### src/terminal_mux_pkg.sv
package terminal_mux_pkg;
  // count of assignable terminals, bits per decimal digit and width of the allocation word
  localparam int          NUM_TERMINALS      = 4;
  localparam int          DIGIT_W            = 4;
  localparam int          ALLOC_W            = 16;
  // register map offsets (byte addresses)
  localparam logic [7:0]  OFS_ALLOCATION     = 8'h00;
  localparam logic [7:0]  OFS_LEGACY         = 8'h04;
  localparam logic [7:0]  OFS_CONTROL        = 8'h08;
  localparam logic [7:0]  OFS_STATUS         = 8'h0C;
  localparam logic [7:0]  OFS_DISPLAY        = 8'h10;
  // allocation word is held as four packed BCD digits
  localparam logic [15:0] ALLOC_DEFAULT      = 16'h9999;
  localparam logic [3:0]  DIGIT_MAX          = 4'h9;
  // digit function codes
  localparam logic [3:0]  FN_CURRENT_SEL     = 4'h0;
  localparam logic [3:0]  FN_SPEED_HIGH      = 4'h1;
  localparam logic [3:0]  FN_SPEED_MIDDLE    = 4'h2;
  localparam logic [3:0]  FN_SPEED_LOW       = 4'h3;
  localparam logic [3:0]  FN_THERMAL         = 4'h4;
  localparam logic [3:0]  FN_SELF_HOLD       = 4'h5;
  localparam logic [3:0]  FN_OUTPUT_INHIBIT  = 4'h6;
  localparam logic [3:0]  FN_SECOND_SET      = 4'h7;
  localparam logic [3:0]  FN_SECOND_DEFER    = 4'h8;
  localparam logic [3:0]  FN_FIFTEEN_SPEED   = 4'h9;
  // control method setting: switchable code
  localparam logic [15:0] CTRL_SWITCHABLE    = 16'h9999;
  // legacy register fields
  localparam int          LEG_THERMAL_BIT    = 0;
  localparam int          LEG_CURRENT_BIT    = 1;
  localparam int          LEG_ACCEL_BIT      = 2;
  // control register fields
  localparam int          CTL_METHOD_LSB     = 0;
  localparam int          CTL_FLUX_BIT       = 16;
  localparam int          CTL_STOPPED_BIT    = 17;
  // status register fields
  localparam int          ST_FUNC_LSB        = 0;
  localparam int          ST_RUN_BIT         = 10;
  localparam int          ST_FLUX_BIT        = 11;
  localparam int          ST_SECOND_BIT      = 12;
  localparam int          ST_DIR_BIT         = 13;
  // axi response codes
  localparam logic [1:0]  RESP_OKAY          = 2'b00;
  localparam logic [1:0]  RESP_SLVERR        = 2'b10;
endpackage : terminal_mux_pkg

### src/input_terminal_function_mux.sv
module input_terminal_function_mux
  import terminal_mux_pkg::*;
#(
  parameter int ADDR_W = 8
) (
  // clock and reset
  input  wire logic                     aclk,
  input  wire logic                     aresetn,
  // axi4-lite write address
  input  wire logic [ADDR_W-1:0]        s_axi_awaddr,
  input  wire logic                     s_axi_awvalid,
  output logic                          s_axi_awready,
  // axi4-lite write data
  input  wire logic [31:0]              s_axi_wdata,
  input  wire logic [3:0]               s_axi_wstrb,
  input  wire logic                     s_axi_wvalid,
  output logic                          s_axi_wready,
  // axi4-lite write response
  output logic [1:0]                    s_axi_bresp,
  output logic                          s_axi_bvalid,
  input  wire logic                     s_axi_bready,
  // axi4-lite read address
  input  wire logic [ADDR_W-1:0]        s_axi_araddr,
  input  wire logic                     s_axi_arvalid,
  output logic                          s_axi_arready,
  // axi4-lite read data
  output logic [31:0]                   s_axi_rdata,
  output logic [1:0]                    s_axi_rresp,
  output logic                          s_axi_rvalid,
  input  wire logic                     s_axi_rready,
  // contact inputs, low when closed to common
  input  wire logic [NUM_TERMINALS-1:0] terminal_n,
  input  wire logic                     forward_start_input_n,
  input  wire logic                     reverse_start_input_n,
  // drive state
  input  wire logic                     drive_stopped,
  // decoded functions
  output logic                          analog_current_select,
  output logic                          speed_high_select,
  output logic                          speed_middle_select,
  output logic                          speed_low_select,
  output logic                          external_thermal_trip,
  output logic                          output_inhibit,
  output logic                          second_set_select,
  output logic                          fifteen_speed_select,
  output logic                          flux_vector_mode,
  output logic                          run_command,
  output logic                          run_reverse
);

  // digit test helper: one bit set for every terminal carrying a function code
  function automatic logic [NUM_TERMINALS-1:0] match_code(input logic [ALLOC_W-1:0] alloc,
                                                          input logic [DIGIT_W-1:0] code);
    logic [NUM_TERMINALS-1:0] hit;
    hit = '0;
    for (int i = 0; i < NUM_TERMINALS; i++) begin
      hit[i] = (alloc[i*DIGIT_W +: DIGIT_W] == code);
    end
    return hit;
  endfunction : match_code

  // software-visible settings
  logic [ALLOC_W-1:0] input_allocation_setting;
  logic [15:0]        control_method_setting;
  logic               thermal_input_select_setting;
  logic               current_input_select_setting;
  logic               second_accel_time_setting;
  logic               flux_request_sw;

  // synchronised terminals
  logic [NUM_TERMINALS-1:0] term_active;
  logic [1:0]               start_active;

  terminal_sync #(
    .WIDTH(NUM_TERMINALS + 2)
  ) u_sync (
    .aclk      (aclk),
    .aresetn   (aresetn),
    .contact_n ({reverse_start_input_n, forward_start_input_n, terminal_n}),
    .active    ({start_active, term_active})
  );

  wire legacy_mode = (input_allocation_setting == ALLOC_DEFAULT);

  wire [NUM_TERMINALS-1:0] hit_current = match_code(input_allocation_setting, FN_CURRENT_SEL);
  wire [NUM_TERMINALS-1:0] hit_high    = match_code(input_allocation_setting, FN_SPEED_HIGH);
  wire [NUM_TERMINALS-1:0] hit_middle  = match_code(input_allocation_setting, FN_SPEED_MIDDLE);
  wire [NUM_TERMINALS-1:0] hit_low     = match_code(input_allocation_setting, FN_SPEED_LOW);
  wire [NUM_TERMINALS-1:0] hit_thermal = match_code(input_allocation_setting, FN_THERMAL);
  wire [NUM_TERMINALS-1:0] hit_hold    = match_code(input_allocation_setting, FN_SELF_HOLD);
  wire [NUM_TERMINALS-1:0] hit_inhibit = match_code(input_allocation_setting, FN_OUTPUT_INHIBIT);
  wire [NUM_TERMINALS-1:0] hit_second  = match_code(input_allocation_setting, FN_SECOND_SET);
  wire [NUM_TERMINALS-1:0] hit_defer   = match_code(input_allocation_setting, FN_SECOND_DEFER);
  wire [NUM_TERMINALS-1:0] hit_fifteen = match_code(input_allocation_setting, FN_FIFTEEN_SPEED);

  wire alloc_current = |(hit_current & term_active);
  wire alloc_high    = |(hit_high & term_active);
  wire alloc_middle  = |(hit_middle & term_active);
  wire alloc_low     = |(hit_low & term_active);
  wire alloc_thermal = |(hit_thermal & term_active);
  wire alloc_inhibit = |(hit_inhibit & term_active);
  wire alloc_second  = |((hit_second | hit_defer) & term_active);
  wire alloc_fifteen = |(hit_fifteen & term_active);
  wire hold_assigned = !legacy_mode && (|hit_hold);
  wire hold_closed   = |(hit_hold & term_active);
  wire defer_mode    = !legacy_mode && (|hit_defer);

  // legacy map: terminal 0 low/thermal, 1 middle/current, 2 high, 3 inhibit/second
  wire leg_low     = term_active[0] && !thermal_input_select_setting;
  wire leg_thermal = term_active[0] && thermal_input_select_setting;
  wire leg_middle  = term_active[1] && !current_input_select_setting;
  wire leg_current = term_active[1] && current_input_select_setting;
  wire leg_high    = term_active[2];
  wire leg_inhibit = term_active[3] && !second_accel_time_setting;
  wire leg_second  = term_active[3] && second_accel_time_setting;

  // legacy selects only count in legacy mode
  wire next_current = legacy_mode ? leg_current : alloc_current;
  wire next_high    = legacy_mode ? leg_high    : alloc_high;
  wire next_middle  = legacy_mode ? leg_middle  : alloc_middle;
  wire next_low     = legacy_mode ? leg_low     : alloc_low;
  wire next_thermal = legacy_mode ? leg_thermal : alloc_thermal;
  wire next_inhibit = legacy_mode ? leg_inhibit : alloc_inhibit;
  wire next_second  = legacy_mode ? leg_second  : alloc_second;
  wire next_fifteen = legacy_mode ? 1'b0        : alloc_fifteen;

  // terminal-driven mode choice only at switchable code
  wire switchable = (control_method_setting == CTRL_SWITCHABLE);
  wire next_flux_target = switchable ? next_second : flux_request_sw;
  // deferred mode change under digit 8 waits for stop
  wire mode_may_change = !(switchable && defer_mode) || drive_stopped;

  // start direction from the two start inputs; both closed means no start
  wire fwd_req = start_active[0] && !start_active[1];
  wire rev_req = start_active[1] && !start_active[0];
  wire start_req = fwd_req || rev_req;

  // run state
  typedef enum logic [1:0] {RUN_IDLE, RUN_LATCHED} run_state_t;
  run_state_t run_state;
  run_state_t next_run_state;
  logic       latched_reverse;

  always_comb begin
    next_run_state = run_state;
    case (run_state)
      RUN_IDLE: begin
        if (hold_assigned && hold_closed && start_req) begin
          next_run_state = RUN_LATCHED;
        end
      end
      RUN_LATCHED: begin
        if (!hold_assigned || !hold_closed) begin
          next_run_state = RUN_IDLE;
        end
      end
      default: begin
        next_run_state = RUN_IDLE;
      end
    endcase
  end

  // without self-hold run follows the start inputs directly
  wire next_run = hold_assigned ? (next_run_state == RUN_LATCHED) : start_req;
  wire next_rev = hold_assigned ? ((run_state == RUN_IDLE) ? rev_req : latched_reverse)
                                : rev_req;

  // run latch and direction memory
  always_ff @(posedge aclk) begin
    if (!aresetn) begin
      run_state       <= RUN_IDLE;
      latched_reverse <= 1'b0;
    end else begin
      run_state <= next_run_state;
      if (run_state == RUN_IDLE) begin
        latched_reverse <= rev_req;
      end
    end
  end

  // function outputs registered
  always_ff @(posedge aclk) begin
    if (!aresetn) begin
      analog_current_select <= 1'b0;
      speed_high_select     <= 1'b0;
      speed_middle_select   <= 1'b0;
      speed_low_select      <= 1'b0;
      external_thermal_trip <= 1'b0;
      output_inhibit        <= 1'b0;
      fifteen_speed_select  <= 1'b0;
      run_command           <= 1'b0;
      run_reverse           <= 1'b0;
    end else begin
      analog_current_select <= next_current;
      speed_high_select     <= next_high;
      speed_middle_select   <= next_middle;
      speed_low_select      <= next_low;
      external_thermal_trip <= next_thermal;
      output_inhibit        <= next_inhibit;
      fifteen_speed_select  <= next_fifteen;
      run_command           <= next_run;
      run_reverse           <= next_rev;
    end
  end

  // second set follows input at once; mode waits for stop only under digit 8
  always_ff @(posedge aclk) begin
    if (!aresetn) begin
      second_set_select <= 1'b0;
      flux_vector_mode  <= 1'b0;
    end else begin
      second_set_select <= next_second;
      if (mode_may_change) begin
        flux_vector_mode <= next_flux_target;
      end
    end
  end

  // display digits, with bit 16 set when the leading digit is zero
  wire [3:0] lead_digit  = input_allocation_setting[ALLOC_W-1 -: DIGIT_W];
  wire       lead_blank  = (lead_digit == FN_CURRENT_SEL);
  wire [31:0] display_word = {15'h0000, lead_blank, input_allocation_setting};

  // bus handshake: aw and w taken independently, response after both
  logic              aw_held;
  logic              w_held;
  logic [ADDR_W-1:0] aw_addr;
  logic [31:0]       w_data;
  logic [3:0]        w_strb;
  wire do_write = aw_held && w_held && !s_axi_bvalid;

  // digits above nine are refused so the word stays valid decimal
  wire digits_ok = (w_data[3:0] <= DIGIT_MAX) && (w_data[7:4] <= DIGIT_MAX) &&
                   (w_data[11:8] <= DIGIT_MAX) && (w_data[15:12] <= DIGIT_MAX);
  wire sel_alloc  = (aw_addr[7:0] == OFS_ALLOCATION);
  wire sel_legacy = (aw_addr[7:0] == OFS_LEGACY);
  wire sel_ctrl   = (aw_addr[7:0] == OFS_CONTROL);
  wire wr_ok      = (sel_alloc && digits_ok && (&w_strb[1:0])) || sel_legacy || sel_ctrl;

  // write channel capture and response
  always_ff @(posedge aclk) begin
    if (!aresetn) begin
      aw_held       <= 1'b0;
      w_held        <= 1'b0;
      aw_addr       <= '0;
      w_data        <= '0;
      w_strb        <= '0;
      s_axi_awready <= 1'b0;
      s_axi_wready  <= 1'b0;
      s_axi_bvalid  <= 1'b0;
      s_axi_bresp   <= RESP_OKAY;
    end else begin
      s_axi_awready <= !aw_held && !s_axi_awready && s_axi_awvalid;
      s_axi_wready  <= !w_held && !s_axi_wready && s_axi_wvalid;
      if (s_axi_awvalid && s_axi_awready) begin
        aw_held <= 1'b1;
        aw_addr <= s_axi_awaddr;
      end
      if (s_axi_wvalid && s_axi_wready) begin
        w_held <= 1'b1;
        w_data <= s_axi_wdata;
        w_strb <= s_axi_wstrb;
      end
      if (do_write) begin
        aw_held      <= 1'b0;
        w_held       <= 1'b0;
        s_axi_bvalid <= 1'b1;
        s_axi_bresp  <= wr_ok ? RESP_OKAY : RESP_SLVERR;
      end else if (s_axi_bready) begin
        s_axi_bvalid <= 1'b0;
      end
    end
  end

  // settings registers; allocation word written whole
  always_ff @(posedge aclk) begin
    if (!aresetn) begin
      input_allocation_setting     <= ALLOC_DEFAULT;
      control_method_setting       <= 16'h0000;
      flux_request_sw              <= 1'b0;
      thermal_input_select_setting <= 1'b0;
      current_input_select_setting <= 1'b0;
      second_accel_time_setting    <= 1'b0;
    end else if (do_write && wr_ok) begin
      if (sel_alloc) begin
        input_allocation_setting <= w_data[ALLOC_W-1:0];
      end
      if (sel_legacy && w_strb[0]) begin
        thermal_input_select_setting <= w_data[LEG_THERMAL_BIT];
        current_input_select_setting <= w_data[LEG_CURRENT_BIT];
        second_accel_time_setting    <= w_data[LEG_ACCEL_BIT];
      end
      if (sel_ctrl && (&w_strb[1:0])) begin
        control_method_setting <= w_data[CTL_METHOD_LSB +: 16];
      end
      if (sel_ctrl && w_strb[2]) begin
        flux_request_sw <= w_data[CTL_FLUX_BIT];
      end
    end
  end

  // read mux
  wire [31:0] status_word = {18'h00000, run_reverse, second_set_select, flux_vector_mode,
                             run_command, 6'h00, term_active};
  wire [31:0] legacy_word = {29'h00000000, second_accel_time_setting,
                             current_input_select_setting, thermal_input_select_setting};
  wire [31:0] ctrl_word   = {14'h0000, drive_stopped, flux_request_sw, control_method_setting};
  wire [7:0]  raddr       = s_axi_araddr[7:0];
  wire        rd_hit      = (raddr == OFS_ALLOCATION) || (raddr == OFS_LEGACY) ||
                            (raddr == OFS_CONTROL) || (raddr == OFS_STATUS) ||
                            (raddr == OFS_DISPLAY);
  wire [31:0] rd_value    = (raddr == OFS_ALLOCATION) ? {16'h0000, input_allocation_setting} :
                            (raddr == OFS_LEGACY)     ? legacy_word :
                            (raddr == OFS_CONTROL)    ? ctrl_word :
                            (raddr == OFS_STATUS)     ? status_word :
                            (raddr == OFS_DISPLAY)    ? display_word : 32'h00000000;

  // read channel: one-cycle arready, data next cycle
  always_ff @(posedge aclk) begin
    if (!aresetn) begin
      s_axi_arready <= 1'b0;
      s_axi_rvalid  <= 1'b0;
      s_axi_rdata   <= 32'h00000000;
      s_axi_rresp   <= RESP_OKAY;
    end else begin
      s_axi_arready <= !s_axi_arready && !s_axi_rvalid && s_axi_arvalid;
      if (s_axi_arvalid && s_axi_arready) begin
        s_axi_rvalid <= 1'b1;
        s_axi_rdata  <= rd_value;
        s_axi_rresp  <= rd_hit ? RESP_OKAY : RESP_SLVERR;
      end else if (s_axi_rready) begin
        s_axi_rvalid <= 1'b0;
      end
    end
  end

endmodule : input_terminal_function_mux

### src/terminal_sync.sv
// two-stage synchroniser with active-low contact conversion
module terminal_sync
  import terminal_mux_pkg::*;
#(
  parameter int WIDTH = 4
) (
  // clock and reset
  input  wire logic             aclk,
  input  wire logic             aresetn,
  // contacts: low means closed to common
  input  wire logic [WIDTH-1:0] contact_n,
  // synchronised active-high view
  output logic      [WIDTH-1:0] active
);
  logic [WIDTH-1:0] stage1;
  logic [WIDTH-1:0] stage2;

  // first stage feeds only the second; idle contacts reset as open
  always_ff @(posedge aclk) begin
    if (!aresetn) begin
      stage1 <= '1;
      stage2 <= '1;
    end else begin
      stage1 <= contact_n;
      stage2 <= stage1;
    end
  end

  assign active = ~stage2;
endmodule : terminal_sync

### config.mk
export PLATFORM = sky130hd
export DESIGN_NAME = input_terminal_function_mux
export DESIGN_NICKNAME = d
export VERILOG_FILES = /design/src/terminal_mux_pkg.sv /design/src/input_terminal_function_mux.sv /design/src/terminal_sync.sv
export SDC_FILE = /design/constraint.sdc
export NUM_CORES = 1
export LEC_CHECK = 0
export BUFFER_PORTS_ARGS = -buffer_cell sky130_fd_sc_hd__buf_2
export CAP_MARGIN = 20
export CORE_UTILIZATION = 58
export CTS_CLUSTER_SIZE = 8
export DETAILED_ROUTE_END_ITERATION = 16
export PLACE_DENSITY = 0.85
export SYNTH_ARGS = -nofsm -noshare
export SYNTH_HDL_FRONTEND = slang
export SYNTH_SLANG_ARGS = --single-unit
### constraint.sdc
create_clock -name aclk -period 6.29 [get_ports aclk]
set_clock_uncertainty 0.15 [all_clocks]
set_input_delay 0.9435 -clock aclk [delete_from_list [all_inputs] [get_ports aclk]]
set_output_delay 0.9435 -clock aclk [all_outputs]
set_load 0.03 [all_outputs]
==> reports/metrics.csv <==
metric;value;unit
outcome;finished clean;
worst vdd ir;0.0002311;V
pre-CTS WS;3.220;ns
leakage power;2.489;nW
Synth Cell Area;0.005205;sq mm
Multi-input gate area;0.002582;sq mm
TritonCTS Buffers;17;
final wirelength;14770;microns
Initial Utilization;0.5968;
core area;0.008721;sq mm
ys async rst share;0;
clock group share of total power;0.553;
max cap viols;0;
sequential share of power;0.397;
GR Layer Usage met3;0.07803;
ant diodes;0;
Final HPWL DP;9365;microns
WL/cell;17.86;microns
PD cells;309.5;mW/mm^2
Critical Path Max Stage Delay;0.53;ns
share of cells above drive strength 1;0.1794;
clock root buffer;clkbuf_8;
post-CTS sizing;0;
Tot GR Track Use;0.3179;
final hold vios;0;
worst path cell trace;buf_2;
Sw Ratio;0.2265;
Max-slew headroom;0.5206;
Tmin final;2.408;ns
I/O pins;118;
max-slew violation count;0;
Final Wtd Congestion;0.8968;
die area;0.009357;sq mm
final cycle utilization of the critical path;0.3828;
setup violators final;0;
worst path bufs/invs;1;
Final nets;773;
Layout Cells excl Fill;827;
M1 GR Usage;0.3788;
Switch Pwr;0.4382;mW
register area;0.002342;sq mm
Setup TNS Final;0;ns
vias post-DR;4979;
vias in the first global route;4604;
Startpoint Class;register;
DP Cell Count;794;
Buffers on Ports;85;
Post-synth EDFFs;0;
row cnt;34;
fmax;415.3;MHz
Top FF cell, synth;dfxtp_1;
CP Class;register to output port;
sequential-to-total area share from yosys stat;0.4500;
clock latency on the worst-skew pair;0.52;ns
share of the synthesized area in the top cell type;0.4500;
WP data required;5.20;ns
setup ws final;3.882;ns
vias per inst;6.021;
Worst Hold Class;register to register;
H-tree levels;4;
commonest non-fill, non-tap cell in the layout;dfxtp_1;
# DRC;0;
Yosys cell types;51;
Avg Cell Area, Syn;8.146;sq um
setup bufs post-CTS;0;
Synth Register Bits;117;
Syn. warnings;0;
leading area contributor after synthesis;dfxtp_1;
most frequent cells in the layout;dfxtp_1 (117), nand2_1 (107), buf_2 (85);
most crowded layer after global routing;met2;
grt met2 use;0.5347;
CP max-delay cell;dfxtp_1;
post-synthesis cell count;639;
Sink Count;117;
synth top area cells;dfxtp_1 (45%), nand2_1 (7.7%), a21oi_1 (5.2%);
Pwr Total;1.935;mW
Crit. End Element;output port;
DRT iter0 DRCs;547;
Clock Path Buffers;2;
DIE WIDTH;96.73;microns
RSZ-0062 raised after global routing;false;
Gate power share;0.050;
Least-Margin Pin Slew;0.7191;ns
hold buffer count at CTS;0;
family with the most delay on the worst path;flip-flops;
Pre-antenna DRT Iters;5;
total global routing overflow;0;
largest fanout on the critical path;12;
largest net degree at the start of global routing;70;
Final ANT Viol Nets;0;
CTS tree;done;
global-route wire length before repair;23400;microns
initial antenna violation count;0;
Worst EP arrival;1.31;ns
Layout area overhead;20.12;%
layout filler cell count;632;
internal power;1.497;mW
Die Y;96.73;microns
clock slew at reported path FFs;0.06;ns
## metal layers
layer  up-vias  wire length (microns)
li1       2338                      -
met1      2302                   5668
met2       293                   7322
met3        46                   1289
met4         0                    493
met5         -                      0
## metrics by stage
stage	hold slack (ns)	utilization	cell area, sq um
2_1_floorplan	0.2363	-	5265
3_3_place_gp	0.2418	0.6389	5572
3_5_place_dp	0.2417	0.6389	5572
4_1_cts	0.2622	0.7146	6232
5_1_grt	0.2821	0.7169	6252
6_report	0.2583	0.7169	6252
## synth_stat cells (5+ instances only)
master / count
a21oi_1: 54
a22oi_1: 8
a31oi_1: 8
buf_4: 16
clkbuf_1: 38
dfxtp_1: 117
inv_1: 15
mux2i_1: 25
nand2_1: 107
nand2b_1: 20
nand3_1: 36
nand3b_1: 10
nand4b_1: 5
nor2_1: 46
nor3_1: 14
nor4bb_1: 6
o21ai_0: 13
o21ai_1: 32
or3_1: 5
## sequential cells by signal, indices dropped and copies added, names as in the netlist, 2 cells and up
signal and cells:
aw_addr 8, input_allocation_setting 16, s_axi_rdata 18, control_method_setting 16, run_state 2, w_data 17, u_sync.stage1 6, u_sync.stage2 6
w_strb 3
## cells by family after synthesis
kind of cell             count (synthesis)  share of synthesized area
flip-flops                             117                     0.4500
buffers and inverters                   74                    0.06635
other                                    1                  0.0007205
multiplexers                            25                    0.04808
AND/OR/NAND/NOR                        283                     0.2800
adder cells (fa/ha/maj)                  1                   0.002403
AO/OA/AOI/OAI                          138                     0.1524
## final timing paths
kind	end	depth (start not counted)	startpoint	slack (ns)
setup / recovery	s_axi_awready	1	s_axi_awready	3.88
hold / removal	u_sync.stage2[5]	1	u_sync.stage1[5]	0.26
setup reg to reg	external_thermal_trip	5	input_allocation_setting[4]	4.02
hold reg to reg	u_sync.stage2[5]	1	u_sync.stage1[5]	0.26
## cell type report
| type | instances | share of cell area |
|---|---|---|
| clock buffers | 19 | 0.07064 |
| clock inverters | 13 | 0.03502 |
| inverters | 17 | 0.01021 |
| multi-input cells | 464 | 0.4130 |
| flip-flops and latches | 117 | 0.3746 |
| well taps | 108 | 0.02161 |
| repair buffers | 89 | 0.07484 |
## power by group through the flow
stage	registers [mW]	logic, mW	clock network [mW]
floorplan	0.785	0.0678	0
global placement	0.783	0.0898	0
detailed placement	0.783	0.0918	0
CTS	0.768	0.0933	1.08
global route	0.769	0.104	1.12
finish	0.769	0.0960	1.07
Note: power is estimated with default switching activity, not from simulation.
